===== config.mk =====
export PLATFORM = sky130hd
export DESIGN_NAME = bapsq_top
export DESIGN_NICKNAME = d
export VERILOG_FILES = /design/src/pkg/bapsq_pkg.sv /design/src/verilog/bapsq_top.sv
export SDC_FILE = /design/constraint.sdc
export NUM_CORES = 1
export LEC_CHECK = 0
export ABC_AREA = 1
export BUFFER_PORTS_ARGS = -buffer_cell sky130_fd_sc_hd__buf_2
export CAP_MARGIN = 20
export CORE_UTILIZATION = 26
export CTS_CLUSTER_DIAMETER = 100
export DETAILED_ROUTE_END_ITERATION = 10
export GPL_ROUTABILITY_DRIVEN = 0
export SYNTH_ARGS = -nofsm -noshare
export SYNTH_HDL_FRONTEND = slang
export SYNTH_SLANG_ARGS = --single-unit
export TNS_END_PERCENT = 50

===== constraint.sdc =====
create_clock -name aclk -period 1.7 [get_ports aclk]
set_input_delay 0.085 -clock aclk [delete_from_list [all_inputs] [get_ports aclk]]
set_output_delay 0.085 -clock aclk [all_outputs]
set_load 0.1 [all_outputs]

===== src/pkg/bapsq_pkg.sv =====
// package for the brake-after-park sequencer: register map, reset values, types
package bapsq_pkg;

	// register byte offsets
	localparam logic [7:0] BAPSQ_CTRL0_OFF  = 8'h00;
	localparam logic [7:0] BAPSQ_CTRL1_OFF  = 8'h04;
	localparam logic [7:0] BAPSQ_STATUS_OFF = 8'h08;

	// control register 1 field positions
	localparam int BAPSQ_SPIN_EN_BIT = 3;
	localparam int BAPSQ_TRACKFW_BIT = 9;
	localparam int BAPSQ_SLEEP_BIT   = 0;

	// control register values after reset
	localparam logic [11:0] BAPSQ_CTRL0_RST = 12'h000;
	localparam logic [11:0] BAPSQ_CTRL1_RST = 12'h000;

	// supply-good delay before reset release and supply glitch filter
	localparam int BAPSQ_CLK_MHZ     = 200;
	localparam int BAPSQ_POR_DLY_US  = 100;
	localparam int BAPSQ_POR_DLY_CYC = BAPSQ_POR_DLY_US * BAPSQ_CLK_MHZ;
	localparam int BAPSQ_GLITCH_NS   = 50;
	localparam int BAPSQ_GLITCH_CYC  = BAPSQ_GLITCH_NS * BAPSQ_CLK_MHZ / 1000;

	// AXI4-Lite responses
	localparam logic [1:0] BAPSQ_RESP_OKAY   = 2'h0;
	localparam logic [1:0] BAPSQ_RESP_SLVERR = 2'h2;

	typedef enum logic [1:0] {
		BAPSQ_RUN,
		BAPSQ_PARK,
		BAPSQ_BRAKE
	} bapsq_state_t;

	// power-stage commands toward the analog drivers
	typedef struct packed {
		logic       spindle_hiz;     // spindle stage high impedance
		logic [2:0] spindle_ls_on;   // three spindle low-side drivers
		logic [2:0] spindle_hs_on;   // three spindle high-side drivers
		logic       vcm_neg_ls_on;   // low side of vcm_neg_output
		logic       vcm_others_on;   // any other VCM driver allowed
		logic       vcm_precharge;   // precharge both VCM outputs
		logic       vcm_cmd_short;   // vcm_command_input to ground
		logic       park_circ_en;    // park circuit powered
		logic       brake_dly_short; // brake_delay_node to ground
		logic       seek_gain_sel;   // 1 high-gain seek, 0 track-follow
	} bapsq_drive_t;

	typedef struct packed {
		logic [31:0] awaddr;
		logic        awvalid;
		logic [31:0] wdata;
		logic [3:0]  wstrb;
		logic        wvalid;
		logic        bready;
		logic [31:0] araddr;
		logic        arvalid;
		logic        rready;
	} bapsq_axi_req_t;

	typedef struct packed {
		logic        awready;
		logic        wready;
		logic [1:0]  bresp;
		logic        bvalid;
		logic        arready;
		logic [31:0] rdata;
		logic [1:0]  rresp;
		logic        rvalid;
	} bapsq_axi_rsp_t;

endpackage : bapsq_pkg


===== src/verilog/bapsq_top.sv =====
// brake-after-park sequencer with supply reset, thermal shutdown and AXI4-Lite registers
//
// Chosen here: the AXI4-Lite slave port and the register addresses.
`timescale 1ns/10ps
`default_nettype none
// What this block does
// supply fault, thermal shutdown or sleep raises fault and starts actuator park
// park forces spindle stage high impedance with no software action
// park turns negative VCM low side fully on, all other VCM drivers off
// stay in park while brake-delay comparator reports node above threshold
// once below threshold, short brake-delay node to ground throughout brake
// during brake, precharge both VCM outputs and short VCM command input
// during precharge, negative VCM low side driver is off
// during precharge, park circuitry is powered down
// spindle brake starts when brake-delay comparator falls below threshold
// brake: all three spindle low sides on, all high sides off
// hold brake-after-park until software writes 1 to spin-enable, ctrl1 bit 3
// reset output rises after both supplies good plus delay, falls on any fail
// while reset output is low, brake-after-park is forced
// after reset release, keep brake-after-park until software requests start
// reset is synchronous; load ctrl0 and ctrl1 defaults when it releases
// with reset held low, one clock edge loads the defaults
// short supply spikes do not assert reset
// over-temperature trip enters brake-after-park and drives temp output high
// thermal shutdown holds until temperature falls below limit minus hysteresis
// ctrl1 bit selects high-gain seek or low-gain track-following path
// software should set spindle high impedance between brake and run; no register bit sets spindle_hiz, brake goes straight to run with it low
// brake-delay and over-temperature inputs pass two flip-flops first
// states run, park, brake; run is entered only from brake
module bapsq_top
	import bapsq_pkg::*;
#(
	parameter int POR_DLY_CYC = BAPSQ_POR_DLY_CYC // supply-good delay in cycles
) (
	input  wire logic                      aclk,           // 200 MHz clock
	input  wire logic                      aresetn,        // sync reset, active low
	input  wire logic                      clk_en,         // freezes all state when low
	input  wire bapsq_pkg::bapsq_axi_req_t axi_req,        // AXI4-Lite master side
	output var  bapsq_pkg::bapsq_axi_rsp_t axi_rsp,        // AXI4-Lite slave side
	input  wire logic                      low_supply_check,  // 5 V supply above threshold
	input  wire logic                      high_supply_check, // 12 V supply above threshold
	input  wire logic                      brake_delay_above, // brake_delay_node comparator
	input  wire logic                      temp_over,      // over-temp, hysteresis in analog
	output var  logic                      por_n,          // supply reset output, active low
	output var  logic                      fault,          // safety fault
	output var  logic                      temp_alarm,     // temperature output high
	output var  bapsq_pkg::bapsq_drive_t   drive           // power-stage commands
);
	import bapsq_pkg::*;

	////////////////////////////////////////////////////////////////////////////////
	localparam int GLW = $clog2(BAPSQ_GLITCH_CYC + 1);
	localparam int PDW = $clog2(POR_DLY_CYC + 1);

	typedef struct packed {
		logic [3:0]     bd_sync;   // [1:0] brake delay, [3:2] over-temp
		logic [3:0]     sup_sync;  // [1:0] low supply, [3:2] high supply
		logic [GLW-1:0] glitch_cnt;
		logic           sup_ok;
		logic [PDW-1:0] por_cnt;
		logic           por_n;
		logic           por_seen;
		logic           tsd;
		bapsq_state_t   state;
		logic [11:0]    ctrl0;
		logic [11:0]    ctrl1;
		logic           spin_req;
		logic           fault;
		bapsq_drive_t   drive;
		bapsq_axi_rsp_t axi;
		logic           aw_got;
		logic           w_got;
		logic [7:0]     waddr;
		logic [31:0]    wdata;
	} bapsq_st_t;

	bapsq_st_t st_r;
	bapsq_st_t st_nxt;

	function automatic logic addr_ok(input logic [31:0] a);
		addr_ok = (a[31:8] == 24'h000000) && (a[1:0] == 2'h0) &&
			(a[7:0] <= BAPSQ_STATUS_OFF);
	endfunction : addr_ok

	////////////////////////////////////////////////////////////////////////////////
	logic bd_above;
	logic ot;
	logic sup_raw_ok;
	logic fault_cond;

	assign bd_above   = st_r.bd_sync[1];
	assign ot         = st_r.bd_sync[3];
	assign sup_raw_ok = st_r.sup_sync[1] & st_r.sup_sync[3];
	// sleep from control register 1 joins supply and thermal faults
	assign fault_cond = ~st_r.por_n | st_r.tsd | st_r.ctrl1[BAPSQ_SLEEP_BIT];

	always_comb begin
		st_nxt = st_r;
		if (clk_en) begin
			st_nxt.bd_sync  = {st_r.bd_sync[2], temp_over, st_r.bd_sync[0], brake_delay_above};
			st_nxt.sup_sync = {st_r.sup_sync[2], high_supply_check,
				st_r.sup_sync[0], low_supply_check};

			// a failing supply must persist before it counts, spikes are ignored
			if (sup_raw_ok) begin
				st_nxt.glitch_cnt = '0;
				st_nxt.sup_ok     = 1'b1;
			end else if (st_r.glitch_cnt == GLW'(BAPSQ_GLITCH_CYC)) begin
				st_nxt.sup_ok = 1'b0;
			end else begin
				st_nxt.glitch_cnt = st_r.glitch_cnt + GLW'(1);
			end

			if (!st_r.sup_ok) begin
				st_nxt.por_cnt = '0;
				st_nxt.por_n   = 1'b0;
			end else if (st_r.por_cnt == PDW'(POR_DLY_CYC)) begin
				st_nxt.por_n = 1'b1;
			end else begin
				st_nxt.por_cnt = st_r.por_cnt + PDW'(1);
			end

			// the comparator carries the analog hysteresis, so follow it directly
			st_nxt.tsd = ot;

			// defaults while the reset output is low and on its release
			st_nxt.por_seen = st_r.por_n;
			if (!st_r.por_n || !st_r.por_seen) begin
				st_nxt.ctrl0    = BAPSQ_CTRL0_RST;
				st_nxt.ctrl1    = BAPSQ_CTRL1_RST;
				st_nxt.spin_req = 1'b0;
			end

			// AXI4-Lite write
			if (axi_req.awvalid && st_r.axi.awready) begin
				st_nxt.aw_got      = 1'b1;
				st_nxt.waddr       = axi_req.awaddr[7:0];
				st_nxt.axi.awready = 1'b0;
			end
			if (axi_req.wvalid && st_r.axi.wready) begin
				st_nxt.w_got      = 1'b1;
				st_nxt.wdata      = axi_req.wdata;
				st_nxt.axi.wready = 1'b0;
			end
			if (st_r.aw_got && st_r.w_got && !st_r.axi.bvalid) begin
				st_nxt.axi.bvalid = 1'b1;
				st_nxt.axi.bresp  = (st_r.waddr == BAPSQ_CTRL0_OFF ||
					st_r.waddr == BAPSQ_CTRL1_OFF) ? BAPSQ_RESP_OKAY : BAPSQ_RESP_SLVERR;
				if (st_r.por_n && st_r.por_seen) begin
					if (st_r.waddr == BAPSQ_CTRL0_OFF)
						st_nxt.ctrl0 = st_r.wdata[11:0];
					if (st_r.waddr == BAPSQ_CTRL1_OFF) begin
						st_nxt.ctrl1 = st_r.wdata[11:0];
						if (st_r.wdata[BAPSQ_SPIN_EN_BIT])
							st_nxt.spin_req = 1'b1;
					end
				end
			end
			if (st_r.axi.bvalid && axi_req.bready) begin
				st_nxt.axi.bvalid  = 1'b0;
				st_nxt.aw_got      = 1'b0;
				st_nxt.w_got       = 1'b0;
				st_nxt.axi.awready = 1'b1;
				st_nxt.axi.wready  = 1'b1;
			end

			// AXI4-Lite read
			if (axi_req.arvalid && st_r.axi.arready) begin
				st_nxt.axi.arready = 1'b0;
				st_nxt.axi.rvalid  = 1'b1;
				st_nxt.axi.rresp   = addr_ok(axi_req.araddr) ? BAPSQ_RESP_OKAY
					: BAPSQ_RESP_SLVERR;
				case (axi_req.araddr[7:0])
					BAPSQ_CTRL0_OFF:  st_nxt.axi.rdata = {20'h00000, st_r.ctrl0};
					BAPSQ_CTRL1_OFF:  st_nxt.axi.rdata = {20'h00000, st_r.ctrl1};
					BAPSQ_STATUS_OFF: st_nxt.axi.rdata = {24'h000000, st_r.spin_req,
						st_r.tsd, st_r.por_n, st_r.fault, bd_above, 1'b0, st_r.state};
					default:          st_nxt.axi.rdata = 32'h00000000;
				endcase
			end
			if (st_r.axi.rvalid && axi_req.rready) begin
				st_nxt.axi.rvalid  = 1'b0;
				st_nxt.axi.arready = 1'b1;
			end

			// sequencer
			case (st_r.state)
				BAPSQ_RUN: begin
					if (fault_cond) begin
						st_nxt.state    = BAPSQ_PARK;
						// a request left from running must not end a later brake
						st_nxt.spin_req = st_nxt.spin_req & ~st_r.spin_req;
					end
				end
				BAPSQ_PARK: begin
					if (!bd_above)
						st_nxt.state = BAPSQ_BRAKE;
				end
				BAPSQ_BRAKE: begin
					if (st_r.spin_req && !fault_cond) begin
						st_nxt.state    = BAPSQ_RUN;
						st_nxt.spin_req = 1'b0;
					end
				end
				default: st_nxt.state = BAPSQ_PARK;
			endcase
			st_nxt.fault = fault_cond;

			st_nxt.drive = '0;
			st_nxt.drive.seek_gain_sel = ~st_nxt.ctrl1[BAPSQ_TRACKFW_BIT];
			case (st_nxt.state)
				BAPSQ_RUN: begin
					st_nxt.drive.vcm_others_on = 1'b1;
					st_nxt.drive.park_circ_en  = 1'b1;
				end
				BAPSQ_PARK: begin
					st_nxt.drive.spindle_hiz   = 1'b1;
					st_nxt.drive.vcm_neg_ls_on = 1'b1;
					st_nxt.drive.park_circ_en  = 1'b1;
				end
				BAPSQ_BRAKE: begin
					st_nxt.drive.brake_dly_short = 1'b1;
					st_nxt.drive.vcm_precharge   = 1'b1;
					st_nxt.drive.vcm_cmd_short   = 1'b1;
					st_nxt.drive.spindle_ls_on   = 3'h7;
				end
				default: st_nxt.drive.spindle_hiz = 1'b1;
			endcase
		end
	end

	always_ff @(posedge aclk) begin
		if (!aresetn) begin
			st_r              <= '0;
			// the rc node idles above threshold, so no brake before the comparator is seen
			st_r.bd_sync      <= 4'h3;
			st_r.state        <= BAPSQ_PARK;
			st_r.fault        <= 1'b1;
			st_r.ctrl0        <= BAPSQ_CTRL0_RST;
			st_r.ctrl1        <= BAPSQ_CTRL1_RST;
			st_r.drive.spindle_hiz   <= 1'b1;
			st_r.drive.vcm_neg_ls_on <= 1'b1;
			st_r.drive.park_circ_en  <= 1'b1;
			st_r.drive.seek_gain_sel <= 1'b1;
			st_r.axi.awready  <= 1'b1;
			st_r.axi.wready   <= 1'b1;
			st_r.axi.arready  <= 1'b1;
		end else begin
			st_r <= st_nxt;
		end
	end

	assign axi_rsp    = st_r.axi;
	assign por_n      = st_r.por_n;
	assign fault      = st_r.fault;
	assign temp_alarm = st_r.tsd;
	assign drive      = st_r.drive;
endmodule : bapsq_top
`default_nettype wire


### Word-level counts from Yosys, hierarchy flattened

Cells that the tools add are included.

* RAM bits: 0
* memories kept: 0
* logic and storage cells: 140
* register bits after elaboration: 133
* bits in latches: 0
* output and inout bits: 58
* input port bits: 112
* memory bits (read-only): 0

* reduce and logical (&&, ||, !) cells: 42
* multipliers: 0
* bitwise gates (word level): 7
* eq/ne operators: 12
* divide/modulo/power cells: 0
* mux-type cells: 42
* shift operators: 0
* add/subtract/negate cells: 2
* magnitude comparators: 1

Operators by type and width (number)
* 25-bit 2-to-1 mux: 4
* 36-bit 2-to-1 mux: 1
* 12-bit case mux with 3 select lines: 1
* 24-bit logical NOT: 1
* 2-bit AND reduction: 12
* 1-bit 2-to-1 mux: 18
* 2-bit 2-to-1 mux: 9
* 8-bit by 3-bit == test with 1-bit output (second input constant): 2
* 8-bit logical NOT: 2
* 16-bit 2-to-1 mux: 1
* 15-bit by 1-bit adder with 15-bit output (second input constant): 1
* 15-bit == test (second input constant): 1
* 15-bit 2-to-1 mux: 1
* 13-bit 2-to-1 mux: 1
* 12-bit 2-to-1 mux: 1
* 1-bit logical AND: 11
* 2-bit nonzero test: 5
* 8-bit by 4-bit == test with 1-bit output (second input constant): 1
* 8-bit by 4-bit <= comparator with 1-bit output (second input constant): 1
* 2-bit logical NOT: 3
* 2-bit case mux with 3 select lines: 1
* 5-bit 2-to-1 mux: 1
* 4-bit by 1-bit adder with 4-bit output (second input constant): 1
* 2-bit by 1-bit == test with 1-bit output (second input constant): 2
* other kinds (13): 24

### Logic depth before layout (Yosys ltp)

* depth after elaboration: 11
* mapped depth: 11
* depth with buffers taken out: 11

### Least setup slack after synthesis

Ideal clock, no wire load.

* path type: register -> register
* start point: reg st_r, in the netlist por_n
* end point: reg st_r[123] (netlist name)
* data arrival time: 1773 ps
* required time: 1573 ps
* setup slack: -200 ps
* cell stages (with the launch flop): 6
* cell sequence: dfxtp_1 -> nand3_1 -> a21oi_1 -> nor2_1 -> nor2_1 -> o21ai_0

* cells in the longest elaborated chain, start to end: 8
* elaborated cells between the ends (all ways): 9
* those cells by class: 4 x mux; 3 x bitwise; 2 x reduce/logical

RTL lines
* start, declared: line bapsq_top.sv:77 `bapsq_st_t st_r;`
* start signal, assigned: line bapsq_top.sv:249 `st_r <= st_nxt;`
* 1-bit NOT *: line bapsq_top.sv:95 `assign fault_cond = ~st_r.por_n | st_r.tsd | st_r.ctrl1[BAPSQ_SLEEP_BIT];`
* 1-bit OR * (2 in a row): line bapsq_top.sv:95
* 1-bit logical NOT: line bapsq_top.sv:200 `if (st_r.spin_req && !fault_cond) begin`
* 1-bit logical AND: line bapsq_top.sv:200
* 2-bit 2-to-1 mux: line bapsq_top.sv:200
* 2-bit case mux with 3 select lines *: line bapsq_top.sv:187 `case (st_r.state)`
* 2-bit 2-to-1 mux *: line bapsq_top.sv:99 `if (clk_en) begin`

Mark *: on every way between the ends. The rest lies on a longest branch, timed or not. The select of a mux whose other input is x is not followed.
A chain may end at the register's enable or synchronous reset.

### Worst setup path after layout

* start point: reg st_r[128] (netlist name)
* end point: reg st_r[135] (netlist name)

* cells in the longest elaborated chain, start to end: 3
* elaborated cells between the ends (all ways): 6
* those cells by class: 1 x add/sub; 2 x eq/ne; 2 x mux; 1 x reduce/logical

RTL lines (line)
* 15-bit by 1-bit adder with 15-bit output / 15-bit == test (equally long branches): bapsq_top.sv:120, bapsq_top.sv:117
* 15-bit 2-to-1 mux / 2-bit != test (equally long branches)
* 16-bit 2-to-1 mux / 2-bit AND reduction (equally long branches)

Several ways; a longest one is shown, not always the timed one. The select of a mux whose other input is x is not followed.

==> flow_summary.rst <==
.. list-table::
   :header-rows: 1

   * - Metric
     - Value
   * - Status
     - complete, no violations
   * - Post-synthesis sequential area ratio
     - 37.9%
   * - Most used cell along the critical path
     - sky130_fd_sc_hd__nand2_1
   * - Overall die area
     - approximately 22,000 µm²
   * - IR drop worst, VDD
     - 0.529 mV
   * - GRT overflow
     - 0
   * - Global-route wire length before repair
     - between 20 and 25 mm
   * - Pwr Density
     - 901 nW/µm²
   * - Post-Route Skew
     - 0.00924 ns
   * - IO buf count
     - 96
   * - Classification of the worst-slack hold path
     - in -> reg
   * - Critical Path Max Stage Delay
     - 0.35 ns
   * - HPWL after detailed placement
     - 9.66 mm
   * - Placement-stage cell area
     - 6060 µm²
   * - Met2 wire length
     - between 5 and 6 mm
   * - Overall via count from detail_route
     - 4,976
   * - Layout-stage area growth over the synthesis result
     - 15.9%
   * - Detailed-routing iteration count for the pre-antenna-repair pass
     - 4
   * - Final WL
     - 13.3 mm
   * - FMAX
     - 661 MHz
   * - Psw
     - 1710 µW
   * - Distinct cell type count after synthesis
     - 31
   * - Insertion delay of the later-clocked pin in the worst-skew pair
     - 0.36 ns
   * - Clock root buffer
     - sky130_fd_sc_hd__clkbuf_16
   * - Initial Util
     - 26.5%
   * - CP Cell Sequence
     - inv_1 -> ha_1 -> nand2_1 -> inv_1 -> nand2_1 -> nor2_2 -> nand2_2 -> nand2_4 -> nand2_2 -> nand2_1 -> a21oi_1
   * - Antenna violations before repair
     - 0
   * - Capturing element type of the critical path
     - register
   * - I/O pin count
     - 170
   * - Leak Pwr
     - 0.00273 µW
   * - Least-Margin Pin Slew
     - 0.519 ns
   * - Diode count
     - 0
   * - Total Negative Setup Slacks
     - 0 ns
   * - Worst setup timing slack at the placement stage
     - around 0.22 ns
   * - Count of buffering cells on the critical path with inverters included
     - 2
   * - Final critical-path setup slack
     - 0.188 ns
   * - Routed WL per cell
     - 11.4 µm
   * - Sequential cell fraction of total power
     - 44.6%
   * - Portion of the clock cycle consumed by the worst path in the final layout
     - roughly 89%
   * - Slew Viols, Final
     - 0
   * - Number of hold violations in the final report
     - 0
   * - Core footprint
     - between 20,000 and 25,000 µm²
   * - Clock-pin slew reported for the worst setup and hold paths after clock tree synthesis
     - 0.07 ns
   * - Number of global-route vias before repair
     - 4,473
   * - # H-tree levels
     - 3
   * - Final cell area excluding filler cells
     - approximately 6500 µm²
   * - Count of clock tree sinks
     - 106
   * - Relative slew slack
     - 65.7%
   * - Fraction of final layout cells sized beyond drive strength 1
     - 19.8%
   * - CTS tree
     - done
   * - DR top layer
     - met4
   * - Worst hold margin
     - 0.00527 ns
   * - Register-to-Register Setup Slack
     - 0.19 ns
   * - Post-synthesis instance area
     - roughly 5600 µm²
   * - Most common cell after layout, fill and taps aside
     - sky130_fd_sc_hd__nand2_1
   * - Highest net fanout along the worst path
     - 10
   * - Wire length on met3
     - 715 µm
   * - Top delay family on crit path
     - simple AND/OR/NAND/NOR gates
   * - Critical path required time
     - 1.94 ns
   * - Highest-delay cell along the critical path
     - sky130_fd_sc_hd__dfxtp_1
   * - Sw frac
     - 29.3%
   * - DRC violation count after routing
     - 0
   * - Largest buffer count on any clock path
     - 2
   * - Detail Route Antenna Nets
     - 0
   * - Die height
     - 149 µm
   * - Floorplan die width
     - between 100 and 150 µm
   * - Max-Cap Viols
     - 0
   * - Internal power component
     - 4130 µW
   * - Commonest non-fill, non-tap cells in the layout
     - 198 x sky130_fd_sc_hd__nand2_1, 104 x sky130_fd_sc_hd__dfxtp_1, 96 x sky130_fd_sc_hd__buf_2
   * - Register bit total from synthesis
     - 106
   * - Std cell rows
     - 53
   * - Setup repair after global routing missed its margin
     - false
   * - Detailed-route vias per instance
     - 4.28
   * - Total routing usage reported by global routing
     - 12.5%
   * - Data arrival time of the critical path
     - 1.75 ns
   * - Num CTS Buffers
     - 9
   * - Fraction of power consumed by the clock network
     - 39.6%
   * - Launching element type of the critical path
     - register
   * - Combinational group share of total power
     - 15.9%
   * - Type of the worst setup path
     - reg -> reg
   * - Period minus WS final
     - 1.51 ns
   * - Maximum number of pins on one net before global-route repair
     - 62
   * - PnR Total Power
     - 5840 µW
   * - Iter 0 DRT Violations
     - 271
   * - Post-layout nets
     - roughly 1,000
   * - Syn Area/Cell
     - 6.88 µm²
   * - Mapped Cells
     - 814
   * - Final setup vio count
     - 0
   * - Sum of routed wire segments on met1
     - 6.73 mm
   * - Warnings from Yosys
     - 0
-- flip-flops by register name, indices dropped and copies added (netlist names) --
name and count:
axi_rsp 19, fault 1, temp_alarm 1, drive 6
bd_above 1, ot 1, st_r 76, por_n 1
-- power groups by stage --
stage	Combinational, µW	Sequential, µW	Clock [µW]
after floorplan	770	2670	0
after global placement	904	2660	0
after detailed placement	909	2660	0
after CTS	928	2600	2380
after global routing	995	2610	2490
final	926	2610	2310
-- repair_timing --
action                                 CTS  global route
endpoints found under the hold margin   10             0
gates resized for setup                  0             0
hold buffers                            10             0
buffers inserted                         0             0
-- stage by stage --
step                      util (%)  cells
after CTS                     30.8   1162
after global routing          30.8   1162
after detailed placement      28.7   1136
after global placement        28.7   1136
after floorplan                  -    838
final                         30.8   1162
-- routing by layer --
layer,track usage [%],vias to the layer above
li1,-,2638
met5,0,-
met1,17.0,2190
met2,19.6,139
met4,3.71,0
met3,2.79,9
-- cell type report --
| type | instances | area (µm²) |
|---|---|---|
| Multi-Input combinational cell | 553 | 2620 |
| Inverter | 88 | 333 |
| Timing Repair Buffer | 124 | 741 |
| Tap cell | 275 | 344 |
| Clock buffer | 12 | 256 |
| Fill cell | 2331 | 14600 |
| Clock inverter | 4 | 73.8 |
| Sequential cell | 106 | 2120 |
-- synth_stat cells --
library cell	count	area [µm²]
sky130_fd_sc_hd__clkinv_1	1	3.75
sky130_fd_sc_hd__nand3_2	2	20.0
sky130_fd_sc_hd__nand2_2	5	31.3
sky130_fd_sc_hd__a21oi_2	20	175
sky130_fd_sc_hd__buf_1	2	7.51
sky130_fd_sc_hd__conb_1	1	3.75
sky130_fd_sc_hd__nor3_1	3	15.0
sky130_fd_sc_hd__inv_1	85	319
sky130_fd_sc_hd__a21boi_0	1	7.51
sky130_fd_sc_hd__nor2_1	70	263
sky130_fd_sc_hd__xor2_1	6	52.6
sky130_fd_sc_hd__buf_2	13	65.1
sky130_fd_sc_hd__nor2_4	2	22.5
sky130_fd_sc_hd__dfxtp_1	106	2120
sky130_fd_sc_hd__nand2_1	198	743
sky130_fd_sc_hd__inv_2	1	3.75
sky130_fd_sc_hd__inv_4	1	6.26
sky130_fd_sc_hd__a21oi_1	59	295
sky130_fd_sc_hd__nand4_1	10	62.6
sky130_fd_sc_hd__o21bai_1	2	15.0
sky130_fd_sc_hd__nor3_4	1	16.3
sky130_fd_sc_hd__nand3_1	90	450
sky130_fd_sc_hd__nor2_2	11	68.8
sky130_fd_sc_hd__clkbuf_1	11	41.3
sky130_fd_sc_hd__ha_1	4	50.1
sky130_fd_sc_hd__buf_6	4	45.0
sky130_fd_sc_hd__buf_4	61	458
sky130_fd_sc_hd__o211a_1	1	10.0
sky130_fd_sc_hd__or2_2	1	6.26
sky130_fd_sc_hd__nand2_4	1	11.3
sky130_fd_sc_hd__o21ai_0	41	205
-- cell families (layout without fill, tap and decap cells) --
family,count (synthesis),after routing,synth area share (%)
fa+ha+maj,4,4,0.894
flops,106,106,37.9
xor+xnor,6,6,0.939
buf+inv,179,228,17.0
simple gates,394,394,30.6
other cells,1,25,0.0670
compound gates,124,124,12.7
-- tightest hold or removal path, cell delays in order --
cell	delay, ns
sky130_fd_sc_hd__buf_2	0.08
sky130_fd_sc_hd__nand3_1	0.09
sky130_fd_sc_hd__nand3_1	0.09
-- path summary, 6_finish.rpt --
kind	cells after the start	start	end
worst min register to register	2	st_r[40]	st_r[40]
worst min-delay path	3	axi_req[0]	axi_rsp[35]
worst max-delay path	11	st_r[128]	st_r[135]
worst max register to register	11	st_r[128]	st_r[135]
Note: power is estimated with default switching activity, not from simulation.
